==> config.mk <==
export PLATFORM = sky130hd
export DESIGN_NAME = mcdac_common_ctrl
export DESIGN_NICKNAME = d
export VERILOG_FILES = /design/src/mcdac_ind_delay.v /design/src/mcdac_common_ctrl.v
export VERILOG_INCLUDE_DIRS = /design/src /design/src/common
export SDC_FILE = /design/constraint.sdc
export NUM_CORES = 1
export LEC_CHECK = 0
export BUFFER_PORTS_ARGS = -buffer_cell sky130_fd_sc_hd__buf_4
export CAP_MARGIN = 15
export CORE_MARGIN = 3
export CORE_UTILIZATION = 35
export CTS_BUF_LIST = sky130_fd_sc_hd__clkbuf_4 sky130_fd_sc_hd__clkbuf_8 sky130_fd_sc_hd__clkbuf_16
export DETAILED_ROUTE_END_ITERATION = 8
export GPL_TIMING_DRIVEN = 1
export HOLD_SLACK_MARGIN = 0.1
export MAX_ROUTING_LAYER = met4
export PLACE_DENSITY = 0.74
export SYNTH_ARGS = -nofsm -noshare
export SYNTH_HDL_FRONTEND = slang
export SYNTH_SLANG_ARGS = --single-unit
==> constraint.sdc <==
create_clock -name clk -period 1.6 [get_ports clk]
set_input_delay 0.24 -clock clk [delete_from_list [all_inputs] [get_ports clk]]
set_output_delay 0.24 -clock clk [all_outputs]
set_load 0.1 [all_outputs]
==> src/common/mcdac_regs.vh <==
/*
 * Register map, field positions, reset values and timing counts for the
 * common drop/add control block of the four-port E1 mapper.
 * Assumes inclusion by bare name from the design files.
 */
`ifndef MCDAC_REGS_VH
`define MCDAC_REGS_VH

// ----------------------------------------------------------------------------
// Register offsets (printed offsets are indices; byte address is four times)
// ----------------------------------------------------------------------------
`define MCDAC_IDX_COMMON_CTRL 10'h013
`define MCDAC_IDX_MASTER_RESET 10'h015
`define MCDAC_IDX_STATUS 10'h100
`define MCDAC_ADDR_COMMON_CTRL 12'h04c
`define MCDAC_ADDR_MASTER_RESET 12'h054
`define MCDAC_ADDR_STATUS 12'h400

// ----------------------------------------------------------------------------
// Common control field positions
// ----------------------------------------------------------------------------
`define MCDAC_BIT_AIS_EN 7
`define MCDAC_BIT_DROP_V1_SEL 6
`define MCDAC_BIT_ADD_V1_REF 5
`define MCDAC_BIT_RDI_EN 4
`define MCDAC_BIT_NULL_ZERO 3
`define MCDAC_BIT_DIND_DELAY 2
`define MCDAC_BIT_UNEQ_EN 1
`define MCDAC_BIT_OBIT_ZERO 0
`define MCDAC_BIT_MASTER_RESET 7

// ----------------------------------------------------------------------------
// Reset values and counts
// ----------------------------------------------------------------------------
`define MCDAC_CTRL_RESET 8'h00
`define MCDAC_NULL_FILL_BYTE 8'h00
`define MCDAC_RESET_CYCLES 4'h4

`endif

==> src/mcdac_ind_delay.v <==
/*
 * Drop slot indicator delay stage: one or two flops per bus.
 * Assumes indicator inputs are synchronous to clk.
 */
module mcdac_ind_delay #(
    parameter WIDTH = 2
) (
    input wire clk,
    input wire sys_rst,
    input wire extra_delay,
    input wire [WIDTH-1:0] ind_in,
    output reg [WIDTH-1:0] ind_out_ff
);

    reg [WIDTH-1:0] stage_ff;
    reg [WIDTH-1:0] nxt_ind_out;

    // Base stage plus optional extra stage
    always @(posedge clk) begin
        if (sys_rst) begin
            stage_ff <= {WIDTH{1'b0}};
            ind_out_ff <= {WIDTH{1'b0}};
        end else begin
            stage_ff <= ind_in;
            ind_out_ff <= nxt_ind_out;
        end
    end

    // Pick direct or once-more delayed indicator
    always @* begin
        nxt_ind_out = extra_delay ? stage_ff : ind_in;
    end

endmodule // mcdac_ind_delay

==> src/mcdac_common_ctrl.v <==
/*
 * Common drop/add control register with APB slave and the steering logic
 * it drives: AIS/RDI responses, V1 pulse sources, null-column fill,
 * drop indicator delay and O-bit zero fill for four ports.
 * Assumes all inputs are synchronous to clk (the bus byte clock) and that
 * detector levels and frame pulses come from the surrounding mapper logic.
 * Assumes software never sets the drop V1 source bit in drop bus timing
 * mode; nothing here guards against it.
 * Assumes the three-state pad for the fill byte sits outside this block
 * and takes the active-low enable as its driver control.
 * Assumes a master reset lasts a few cycles; control writes landing in
 * that time are dropped.
 */
// Chosen here: the APB interface to the registers.
`include "mcdac_regs.vh"

module mcdac_common_ctrl #(
    parameter PORTS = 4,
    parameter OBITS = 4
) (
    input wire clk,
    input wire sys_rst,
    // APB slave
    input wire psel,
    input wire penable,
    input wire pwrite,
    input wire [11:0] paddr,
    input wire [31:0] pwdata,
    output reg [31:0] prdata_ff,
    output reg pready_ff,
    output reg pslverr_ff,
    // Timing mode and V1 sources
    input wire add_bus_timing,
    input wire h4_v1_pulse,
    input wire drop_frame_marker_signal,
    input wire add_frame_marker_signal,
    output reg drop_v1_pulse_ff,
    output reg add_v1_pulse_ff,
    // Drop alarms
    input wire drop_ais_detected,
    input wire drop_unequipped_detected,
    input wire [PORTS-1:0] rx_alarm,
    input wire [PORTS-1:0] per_port_rdi_control,
    output reg [PORTS-1:0] line_ais_ff,
    output reg [PORTS-1:0] tx_rdi_ff,
    output reg [PORTS-1:0] tandem_outgoing_defect_alarm_ff,
    output reg [PORTS-1:0] tandem_remote_defect_alarm_ff,
    // Null column fill
    input wire null_pointer_group_a_enable,
    input wire null_pointer_group_b_enable,
    input wire null_pointer_group_c_enable,
    input wire [1:0] null_column_group,
    input wire null_column_slot,
    output reg [7:0] bus_data_ff,
    output reg bus_data_oe_n_ff,
    // Drop slot indicators
    input wire a_drop_slot_indicator,
    input wire b_drop_slot_indicator,
    output wire a_drop_slot_indicator_out,
    output wire b_drop_slot_indicator_out,
    // O-bit channel
    input wire [PORTS*OBITS-1:0] obit_sw_values,
    output reg [PORTS*OBITS-1:0] obit_tx_ff
);

    // ------------------------------------------------------------------------
    // Register state
    // ------------------------------------------------------------------------
    // Control byte, master reset counter and registered bus answer
    reg [7:0] ctrl_ff;
    reg [7:0] nxt_ctrl;
    reg [3:0] mreset_cnt_ff;
    reg [3:0] nxt_mreset_cnt;
    reg [31:0] nxt_prdata;
    reg nxt_pready;
    reg nxt_pslverr;

    // ------------------------------------------------------------------------
    // Control field taps
    // ------------------------------------------------------------------------
    // Alarm response and V1 steering bits
    wire ais_en = ctrl_ff[`MCDAC_BIT_AIS_EN];
    wire drop_v1_sel = ctrl_ff[`MCDAC_BIT_DROP_V1_SEL];
    wire add_v1_ref = ctrl_ff[`MCDAC_BIT_ADD_V1_REF];
    wire rdi_en = ctrl_ff[`MCDAC_BIT_RDI_EN];

    // Bus fill, indicator delay, unequipped and O-bit bits
    wire null_zero = ctrl_ff[`MCDAC_BIT_NULL_ZERO];
    wire dind_delay = ctrl_ff[`MCDAC_BIT_DIND_DELAY];
    wire uneq_en = ctrl_ff[`MCDAC_BIT_UNEQ_EN];
    wire obit_zero = ctrl_ff[`MCDAC_BIT_OBIT_ZERO];

    // Master reset is in progress while the counter is non-zero
    wire mreset_busy = (mreset_cnt_ff != 4'h0);

    // Address decode shared by read and write paths
    function [1:0] reg_sel;
        input [11:0] addr;
        begin
            case (addr)
                `MCDAC_ADDR_COMMON_CTRL: reg_sel = 2'h1;
                `MCDAC_ADDR_MASTER_RESET: reg_sel = 2'h2;
                `MCDAC_ADDR_STATUS: reg_sel = 2'h3;
                default: reg_sel = 2'h0;
            endcase
        end
    endfunction

    // Access phase not yet answered; the raised pready_ff blocks a second take
    wire apb_access = psel && penable && !pready_ff;
    // Which register the current address hits
    wire [1:0] sel = reg_sel(paddr);

    // ------------------------------------------------------------------------
    // APB slave: one wait state, answer registered
    // ------------------------------------------------------------------------
    always @* begin
        nxt_ctrl = ctrl_ff;
        // Reset counter runs down by itself
        nxt_mreset_cnt = mreset_busy ? mreset_cnt_ff - 4'h1 : 4'h0;
        // Idle bus answer unless an access is taken
        nxt_prdata = 32'h0000_0000;
        nxt_pready = 1'b0;
        nxt_pslverr = 1'b0;
        if (apb_access) begin
            nxt_pready = 1'b1;
            // Unmapped addresses are refused with an error and no effect
            nxt_pslverr = (sel == 2'h0);
            if (pwrite) begin
                // Control byte write; upper write bytes are ignored
                if (sel == 2'h1) begin
                    nxt_ctrl = pwdata[7:0];
                end
                // Master reset strobe restarts the reset count
                if (sel == 2'h2 && pwdata[`MCDAC_BIT_MASTER_RESET]) begin
                    nxt_mreset_cnt = `MCDAC_RESET_CYCLES;
                end
            end else begin
                // Read path; upper bytes read as zero
                case (sel)
                    2'h1: nxt_prdata = {24'h00_0000, ctrl_ff};
                    2'h2: nxt_prdata = {24'h00_0000, mreset_busy, 7'h00};
                    2'h3: nxt_prdata = {24'h00_0000, 4'h0, tx_rdi_ff[0], line_ais_ff[0],
                                        drop_v1_pulse_ff, add_v1_pulse_ff};
                    default: nxt_prdata = 32'h0000_0000;
                endcase
            end
        end
        // Master reset beats a same-cycle write, so the control byte stays
        // zero for the whole reset; software must rewrite it afterwards
        if (mreset_busy) begin
            nxt_ctrl = `MCDAC_CTRL_RESET;
        end
    end

    // Bus and control flops
    always @(posedge clk) begin
        if (sys_rst) begin
            ctrl_ff <= `MCDAC_CTRL_RESET;
            mreset_cnt_ff <= 4'h0;
            prdata_ff <= 32'h0000_0000;
            pready_ff <= 1'b0;
            pslverr_ff <= 1'b0;
        end else begin
            ctrl_ff <= nxt_ctrl;
            mreset_cnt_ff <= nxt_mreset_cnt;
            prdata_ff <= nxt_prdata;
            pready_ff <= nxt_pready;
            pslverr_ff <= nxt_pslverr;
        end
    end

    // ------------------------------------------------------------------------
    // V1 multiframe pulse sources
    // ------------------------------------------------------------------------
    // Drop V1 pulse: H4 detector or drop frame marker
    wire drop_v1_src = drop_v1_sel ? drop_frame_marker_signal : h4_v1_pulse;

    // Add V1 pulse follows the drop side only in add timing mode with the reference bit
    wire add_v1_src = (add_bus_timing && add_v1_ref) ? drop_v1_src : add_frame_marker_signal;

    // Both pulses leave on flops, one cycle after their source
    always @(posedge clk) begin
        if (sys_rst) begin
            drop_v1_pulse_ff <= 1'b0;
            add_v1_pulse_ff <= 1'b0;
        end else begin
            drop_v1_pulse_ff <= drop_v1_src;
            add_v1_pulse_ff <= add_v1_src;
        end
    end

    // ------------------------------------------------------------------------
    // Alarm responses per port
    // ------------------------------------------------------------------------
    // Drop bus AIS counts only while the common enable is set
    wire ais_hit = ais_en && drop_ais_detected;
    // Unequipped response, common to both drop buses
    wire uneq_hit = uneq_en && drop_unequipped_detected;
    wire [PORTS-1:0] nxt_line_ais;
    wire [PORTS-1:0] nxt_tx_rdi;
    wire [PORTS-1:0] nxt_tandem_alarm;
    wire [PORTS*OBITS-1:0] nxt_obit_tx;

    // Per-port next values, one slice per port
    genvar p;
    generate
        for (p = 0; p < PORTS; p = p + 1) begin : g_port
            // Line AIS on either enabled alarm source
            assign nxt_line_ais[p] = ais_hit || uneq_hit;

            // Alarm RDI needs both enables; unequipped forces it regardless
            assign nxt_tx_rdi[p] = uneq_hit || (rdi_en && per_port_rdi_control[p]
                                   && (rx_alarm[p] || ais_hit));

            // Both tandem alarms follow the unequipped response
            assign nxt_tandem_alarm[p] = uneq_hit;

            // O-bits and spare bits zeroed or passed from software
            assign nxt_obit_tx[p*OBITS +: OBITS] = obit_zero ? {OBITS{1'b0}}
                                                   : obit_sw_values[p*OBITS +: OBITS];
        end
    endgenerate

    // Alarm output flops; one driver per vector keeps the ports single-sourced
    always @(posedge clk) begin
        if (sys_rst) begin
            line_ais_ff <= {PORTS{1'b0}};
            tx_rdi_ff <= {PORTS{1'b0}};
            tandem_outgoing_defect_alarm_ff <= {PORTS{1'b0}};
            tandem_remote_defect_alarm_ff <= {PORTS{1'b0}};
        end else begin
            line_ais_ff <= nxt_line_ais;
            tx_rdi_ff <= nxt_tx_rdi;
            tandem_outgoing_defect_alarm_ff <= nxt_tandem_alarm;
            tandem_remote_defect_alarm_ff <= nxt_tandem_alarm;
        end
    end

    // O-bit output flops
    always @(posedge clk) begin
        if (sys_rst) begin
            obit_tx_ff <= {(PORTS*OBITS){1'b0}};
        end else begin
            obit_tx_ff <= nxt_obit_tx;
        end
    end

    // ------------------------------------------------------------------------
    // Null pointer column fill
    // ------------------------------------------------------------------------
    // NPI enable of the group that owns the current column
    reg npi_group_on;
    always @* begin
        case (null_column_group)
            2'h0: npi_group_on = null_pointer_group_a_enable;
            2'h1: npi_group_on = null_pointer_group_b_enable;
            2'h2: npi_group_on = null_pointer_group_c_enable;
            default: npi_group_on = 1'b0;
        endcase
    end

    // Drive only a null-column byte of an NPI group with zero fill selected
    wire nxt_bus_data_oe_n = !(null_column_slot && npi_group_on && null_zero);

    // Fill byte and its active-low enable leave on flops
    always @(posedge clk) begin
        if (sys_rst) begin
            bus_data_ff <= 8'h00;
            bus_data_oe_n_ff <= 1'b1;
        end else begin
            bus_data_ff <= `MCDAC_NULL_FILL_BYTE;
            bus_data_oe_n_ff <= nxt_bus_data_oe_n;
        end
    end

    // ------------------------------------------------------------------------
    // Drop slot indicator delay
    // ------------------------------------------------------------------------
    // One delay instance serves both buses, so they never drift apart
    // The extra stage is switched in only while the delay bit is set
    wire [1:0] ind_q;
    mcdac_ind_delay #(
        .WIDTH(2)
    ) u_ind_delay (
        .clk(clk),
        .sys_rst(sys_rst),
        .extra_delay(dind_delay),
        .ind_in({b_drop_slot_indicator, a_drop_slot_indicator}),
        .ind_out_ff(ind_q)
    );
    // Split the delayed pair back onto the two bus outputs
    assign a_drop_slot_indicator_out = ind_q[0];
    assign b_drop_slot_indicator_out = ind_q[1];

endmodule // mcdac_common_ctrl

Word-level counts from Yosys, hierarchy flattened
Cells that the tools add are included.
{"block": "classes", "n_eq_ne": 8, "add_sub_neg": 1, "n_reduce_logical": 35, "muxes": 11, "n_bitwise": 1}
{"cell": "$eq 12x7->1 const B", "count": 2}
{"cell": "$pmux 8 s3", "count": 1}
{"cell": "$logic_and 1x1->1", "count": 16}
{"cell": "$mux 4", "count": 4}
{"cell": "$eq 12x11->1 const B", "count": 1}
{"cell": "$logic_or 1x1->1", "count": 9}
{"cell": "$eq 2x2->1 const B", "count": 3}
{"cell": "$pmux 2 s3", "count": 1}
{"cell": "$reduce_or 2->1", "count": 3}
{"cell": "$eq 2x1->1 const B", "count": 2}
{"cell": "$logic_not 2->1", "count": 2}
{"cell": "$reduce_bool 4->1", "count": 1}
{"cell": "$sub 4x1->4 const B", "count": 1}
{"cell": "$mux 1", "count": 3}
{"cell": "$pmux 1 s3", "count": 1}
{"cell": "$reduce_and 3->1", "count": 1}
{"cell": "$reduce_or 3->1", "count": 1}
{"cell": "$logic_not 1->1", "count": 2}
{"cell": "$mux 2", "count": 1}
{"cell": "$not 1->1", "count": 1}
{"block": "word_totals", "ff_bits": 75, "out_inout_bits": 79, "inputBits": 87, "word_cells": 70}

Longest topological paths before layout
{"block": "logic_depth", "depth_word": 7, "mapped_depth": 5, "depth_no_buf": 4}

By module
A second synthesis with hierarchy kept.
{"block": "unflattened", "hier_cells": 214, "area_unflattened_um2": 2102.0}
{"module": "mcdac_common_ctrl", "instances": 1, "area_each_um2": 1981.9, "cells_per_inst": 204, "seq_area_each_um2": 940.9}
{"module": "mcdac_ind_delay", "instances": 1, "area_each_um2": 120.1, "cells_per_inst": 10, "seq_area_each_um2": 80.1}

Worst setup path before layout
Ideal clock, no wire load.
{"block": "synth_path", "path_kind": "reg-to-reg", "startpoint": "register pready_ff", "endpoint": "register mreset_cnt_ff[0]", "required_time_ps": 1520, "path_buffers": 1, "synth_period_minus_slack_ps": 1875, "setup_slack_ps": -275, "path_stages_with_launch": 5, "setup_ps": 80, "t_arrival_ps": 1795, "cell_sequence": "dfxtp_1 > and4b_1 > clkbuf_1 > a31o_1 > nor3b_1"}
{"block": "synth_via", "elab_chain_len": 3}
{"item": "start: declaration", "line_no": "mcdac_common_ctrl.v:30", "text": "output reg pready_ff,"}
{"item": "start signal: assignment", "line_no": "mcdac_common_ctrl.v:168", "text": "pready_ff <= nxt_pready;"}
{"item": "$logic_not 1->1", "line_no": "mcdac_common_ctrl.v:110", "text": "wire apb_access = psel && penable && !pready_ff;"}
{"item": "$logic_and 1x1->1", "line_no": "mcdac_common_ctrl.v:110"}
{"item": "$mux 4", "line_no": "mcdac_common_ctrl.v:125", "text": "if (apb_access) begin"}
{"item": "end signal: assignment", "line_no": "mcdac_common_ctrl.v:166", "text": "mreset_cnt_ff <= nxt_mreset_cnt;"}
{"item": "end: declaration", "line_no": "mcdac_common_ctrl.v:72", "text": "reg [3:0] mreset_cnt_ff;"}
Every way passes these cells.
A chain may end at the register's enable or synchronous reset.

Worst setup path in the final report
{"block": "layout_path", "startpoint": "input paddr[0]", "endpoint": "register ctrl_ff[2]"}
{"block": "layout_via", "elab_chain_len": 4, "word_cells_on_any_way": 6, "classes_between": "eq/ne (4); mux (1); reduce/logical (1)"}
{"item": "start: declaration", "line_no": "mcdac_common_ctrl.v:27", "text": "input wire [11:0] paddr,"}
{"item": "$eq 12x11->1 or $eq 12x7->1 (tied branches)", "line_no": "mcdac_common_ctrl.v:100", "text": "case (addr)"}
{"item": "$pmux 2 s3 (*)", "line_no": "mcdac_common_ctrl.v:100"}
{"item": "$eq 2x1->1 (*)", "line_no": "mcdac_common_ctrl.v:131", "text": "if (sel == 2'h1) begin"}
{"item": "$reduce_and 3->1 (no line) (*)"}
{"item": "end signal: assignment", "line_no": "mcdac_common_ctrl.v:159", "text": "ctrl_ff <= `MCDAC_CTRL_RESET;"}
{"item": "end signal: assignment", "line_no": "mcdac_common_ctrl.v:165", "text": "ctrl_ff <= nxt_ctrl;"}
{"item": "end: declaration", "line_no": "mcdac_common_ctrl.v:70", "text": "reg [7:0] ctrl_ff;"}
Mark *: on every way between the ends. The rest lies on a longest branch, timed or not.

==> results.json <==
{
  "syn_inst": 213,
  "cts-htree-levels": 2,
  "drive_gt1_share_pct": 42.9,
  "place.gp.congestion": 0.804,
  "timing.rr.end": "ctrl_ff[7]",
  "synth.distinct_cells": 38,
  "layout.nets": 410,
  "ir_drop_mv": 0.646,
  "cts_tree": "yes",
  "clk_latency_ns": 0.30,
  "path_max_fanout": 10,
  "grt_pass1_wl_mm": 8.18,
  "synth.avg_cell_area_um2": 9.83,
  "fin_crit_ns": 1.48,
  "start_util_pct": 37.1,
  "critPathArrivalTime_ns": 1.67,
  "remaining_drc_errors": 0,
  "dieArea_um2": 6940,
  "root_buffer": "clkbuf_8",
  "cts.sinks": 51,
  "grt_max_degree": 18,
  "first_pass_iters": 5,
  "overflow": 0,
  "ys_ff_latch": 51,
  "path_class": "in -> reg",
  "via_count": 1762,
  "gr-usage-met1_pct": 16.5,
  "num_rows": 27,
  "die_x_um": 83.3,
  "setup_viol": 0,
  "clockBufferDepth": 2,
  "cts_setup_buffers": 0,
  "area_growth_pct": 42.3,
  "drt_iter0_drc": 101,
  "vias_per_cell": 4.45,
  "ctsHoldBuffers": 0,
  "setup.worst_path.end": "ctrl_ff[2]",
  "synthMostInstantiatedCell": "dfxtp_1",
  "antenna_found_initial": 0,
  "synth_edf_count": 0,
  "startpoint": "paddr[0]",
  "numCtsBuffers": 5,
  "start_kind": "primary input",
  "fin_skew_ns": 0.0103,
  "maxCapViolations": 0,
  "final_util_pct": 52.8,
  "grt.busiest_layer": "met2",
  "final-hold-violation-count": 0,
  "ios": 166,
  "synth_ff_type": "dfxtp_1",
  "power.leakage_uw": 0.00139,
  "rr_worst_depth": 4,
  "tightestPinTransition_ns": 0.797,
  "finalSetupTns_ns": 0,
  "ys_async_sr_fraction_pct": 0,
  "r2r-start": "mreset_cnt_ff[0]",
  "ys_seq_area_share_pct": 48.8,
  "hold_class": "in -> reg",
  "period_share_pct": 92.8,
  "max_slew_margin_pct": 46.6,
  "regToRegSetupSlack_ns": 0.17,
  "yosysTopAreaCellShare_pct": 48.8,
  "drt_wl_total_mm": 5.03,
  "slew_violations": 0,
  "die-height_um": 83.3,
  "rsz0062_at_grt": "no",
  "grt_usage_pct": 14.8,
  "coreArea_um2": 5640,
  "post_cts_resized": 0,
  "final_antenna_net_count": 0,
  "cp.required_ns": 1.79,
  "outcome": "finished, final reports clean",
  "dp_hpwl_mm": 4.05,
  "grt_util_met3_pct": 4.17,
  "synthTopCellsByCount": "51 x dfxtp_1, 42 x buf_4, 20 x and2_1",
  "p_per_area_nw_per_um2": 1000,
  "end_kind": "flip-flop",
  "path_clk_slew_ns": 0.10,
  "grtUsageMet2_pct": 25.9,
  "yosysWarningCount": 0,
  "whs_ns": 0.126,
  "syn-cell-area_um2": 2090,
  "portBuffers": 109,
  "synthTopCellsByArea": "dfxtp_1 49%, buf_4 15%, and2_1 6.0%, a21boi_1 2.9%, nand3_1 2.2%",
  "synth_top_area_cell": "dfxtp_1",
  "wl_per_cell_um": 12.7,
  "diodes": 0,
  "grt_pass1_vias": 1698,
  "fmax_ghz": 0.673
}
-- layout make-up --
type	instances	area (um^2)
Timing Repair Buffer	119	893
Inverter	1	3.75
Clock inverter	3	46.3
Clock buffer	5	68.8
Fill cell	535	2660
Multi-Input combinational cell	145	851
Sequential cell	51	1020
Tap cell	72	90.1
-- worst min path at each step --
stage	startpoint	end	slack, ns	cells after the start
after floorplan	null_column_slot	bus_data_oe_n_ff	0.33	1
after global placement	ctrl_ff[3]	bus_data_oe_n_ff	0.42	1
after detailed placement	ctrl_ff[3]	bus_data_oe_n_ff	0.43	1
after CTS	obit_sw_values[8]	obit_tx_ff[8]	0.12	2
after global routing	obit_sw_values[7]	obit_tx_ff[7]	0.12	2
final	obit_sw_values[7]	obit_tx_ff[7]	0.13	2
-- layer usage --
| metal | wire (um) | vias to the layer above |
|---|---|---|
| li1 | - | 879 |
| met1 | 1870 | 793 |
| met2 | 2660 | 87 |
| met3 | 489 | 3 |
| met4 | 18 | 0 |
| met5 | 0 | - |
-- power breakdown --
| part | switching (uW) | internal [uW] | leakage [uW] |
|---|---|---|---|
| registers | 9.71 | 1300 | 0.000419 |
| clock network | 423 | 471 | 0.0000548 |
| logic | 612 | 170 | 0.000916 |
-- kinds of logic (layout without fill, tap and decap cells) --
logic type	Yosys count	in the layout	share of synthesized area (%)
and+or+nand+nor	74	74	21.6
DFF	51	51	48.8
buffers and inverters	48	128	16.6
AOI/OAI and AO/OA	35	35	10.9
muxes	4	4	1.91
other	1	32	0.179
-- flip-flops by register name, indices dropped and copies added (netlist names) --
register / count
mreset_cnt_ff: 4
pready_ff: 1
obit_tx_ff: 16
bus_data_oe_n_ff: 1
pslverr_ff: 1
u_ind_delay.stage_ff: 2
line_ais_ff: 1
tandem_remote_defect_alarm_ff: 1
ctrl_ff: 8
prdata_ff: 8
add_v1_pulse_ff: 1
tx_rdi_ff: 4
drop_v1_pulse_ff: 1
u_ind_delay.ind_out_ff: 2
-- critical path, stage by stage --
cell and delay (ns):
buf_4 0.11, or4_4 0.54, or4_4 0.53, o21ai_1 0.17
a21boi_1 0.08
-- metrics by stage --
| stage | setup slack, ns | total power [uW] | cell area, um^2 | std cells |
|---|---|---|---|---|
| global placement | -0.171 | 2110 | 2860 | 388 |
| global route | 0.0492 | 3100 | 2980 | 396 |
| floorplan | -0.0336 | 1990 | 2220 | 244 |
| finish | 0.115 | 2990 | 2980 | 396 |
| CTS | 0.128 | 3010 | 2980 | 396 |
| detailed placement | -0.193 | 2120 | 2860 | 388 |
-- cells in the final DEF (no fill, tap or decap), drive strengths merged --
master	n
and2	20
nand3b	4
or4b	1
nor4bb	1
nand4b	2
nor4	3
or4	3
a22oi	5
nor3b	1
o211ai	4
a31oi	1
a311oi	1
a31o	1
a21oi	2
mux2i	4
inv	2
bufinv	1
or3b	1
dfxtp	51
o21ai	12
nor3	1
nand2	7
buf	119
clkbuf	5
nor2	13
clkinvlp	1
a21boi	8
nand3	9
o31ai	1
conb	32
nand2b	2
or3	2
and4b	1
nor2b	3
Note: power is estimated with default switching activity, not from simulation.
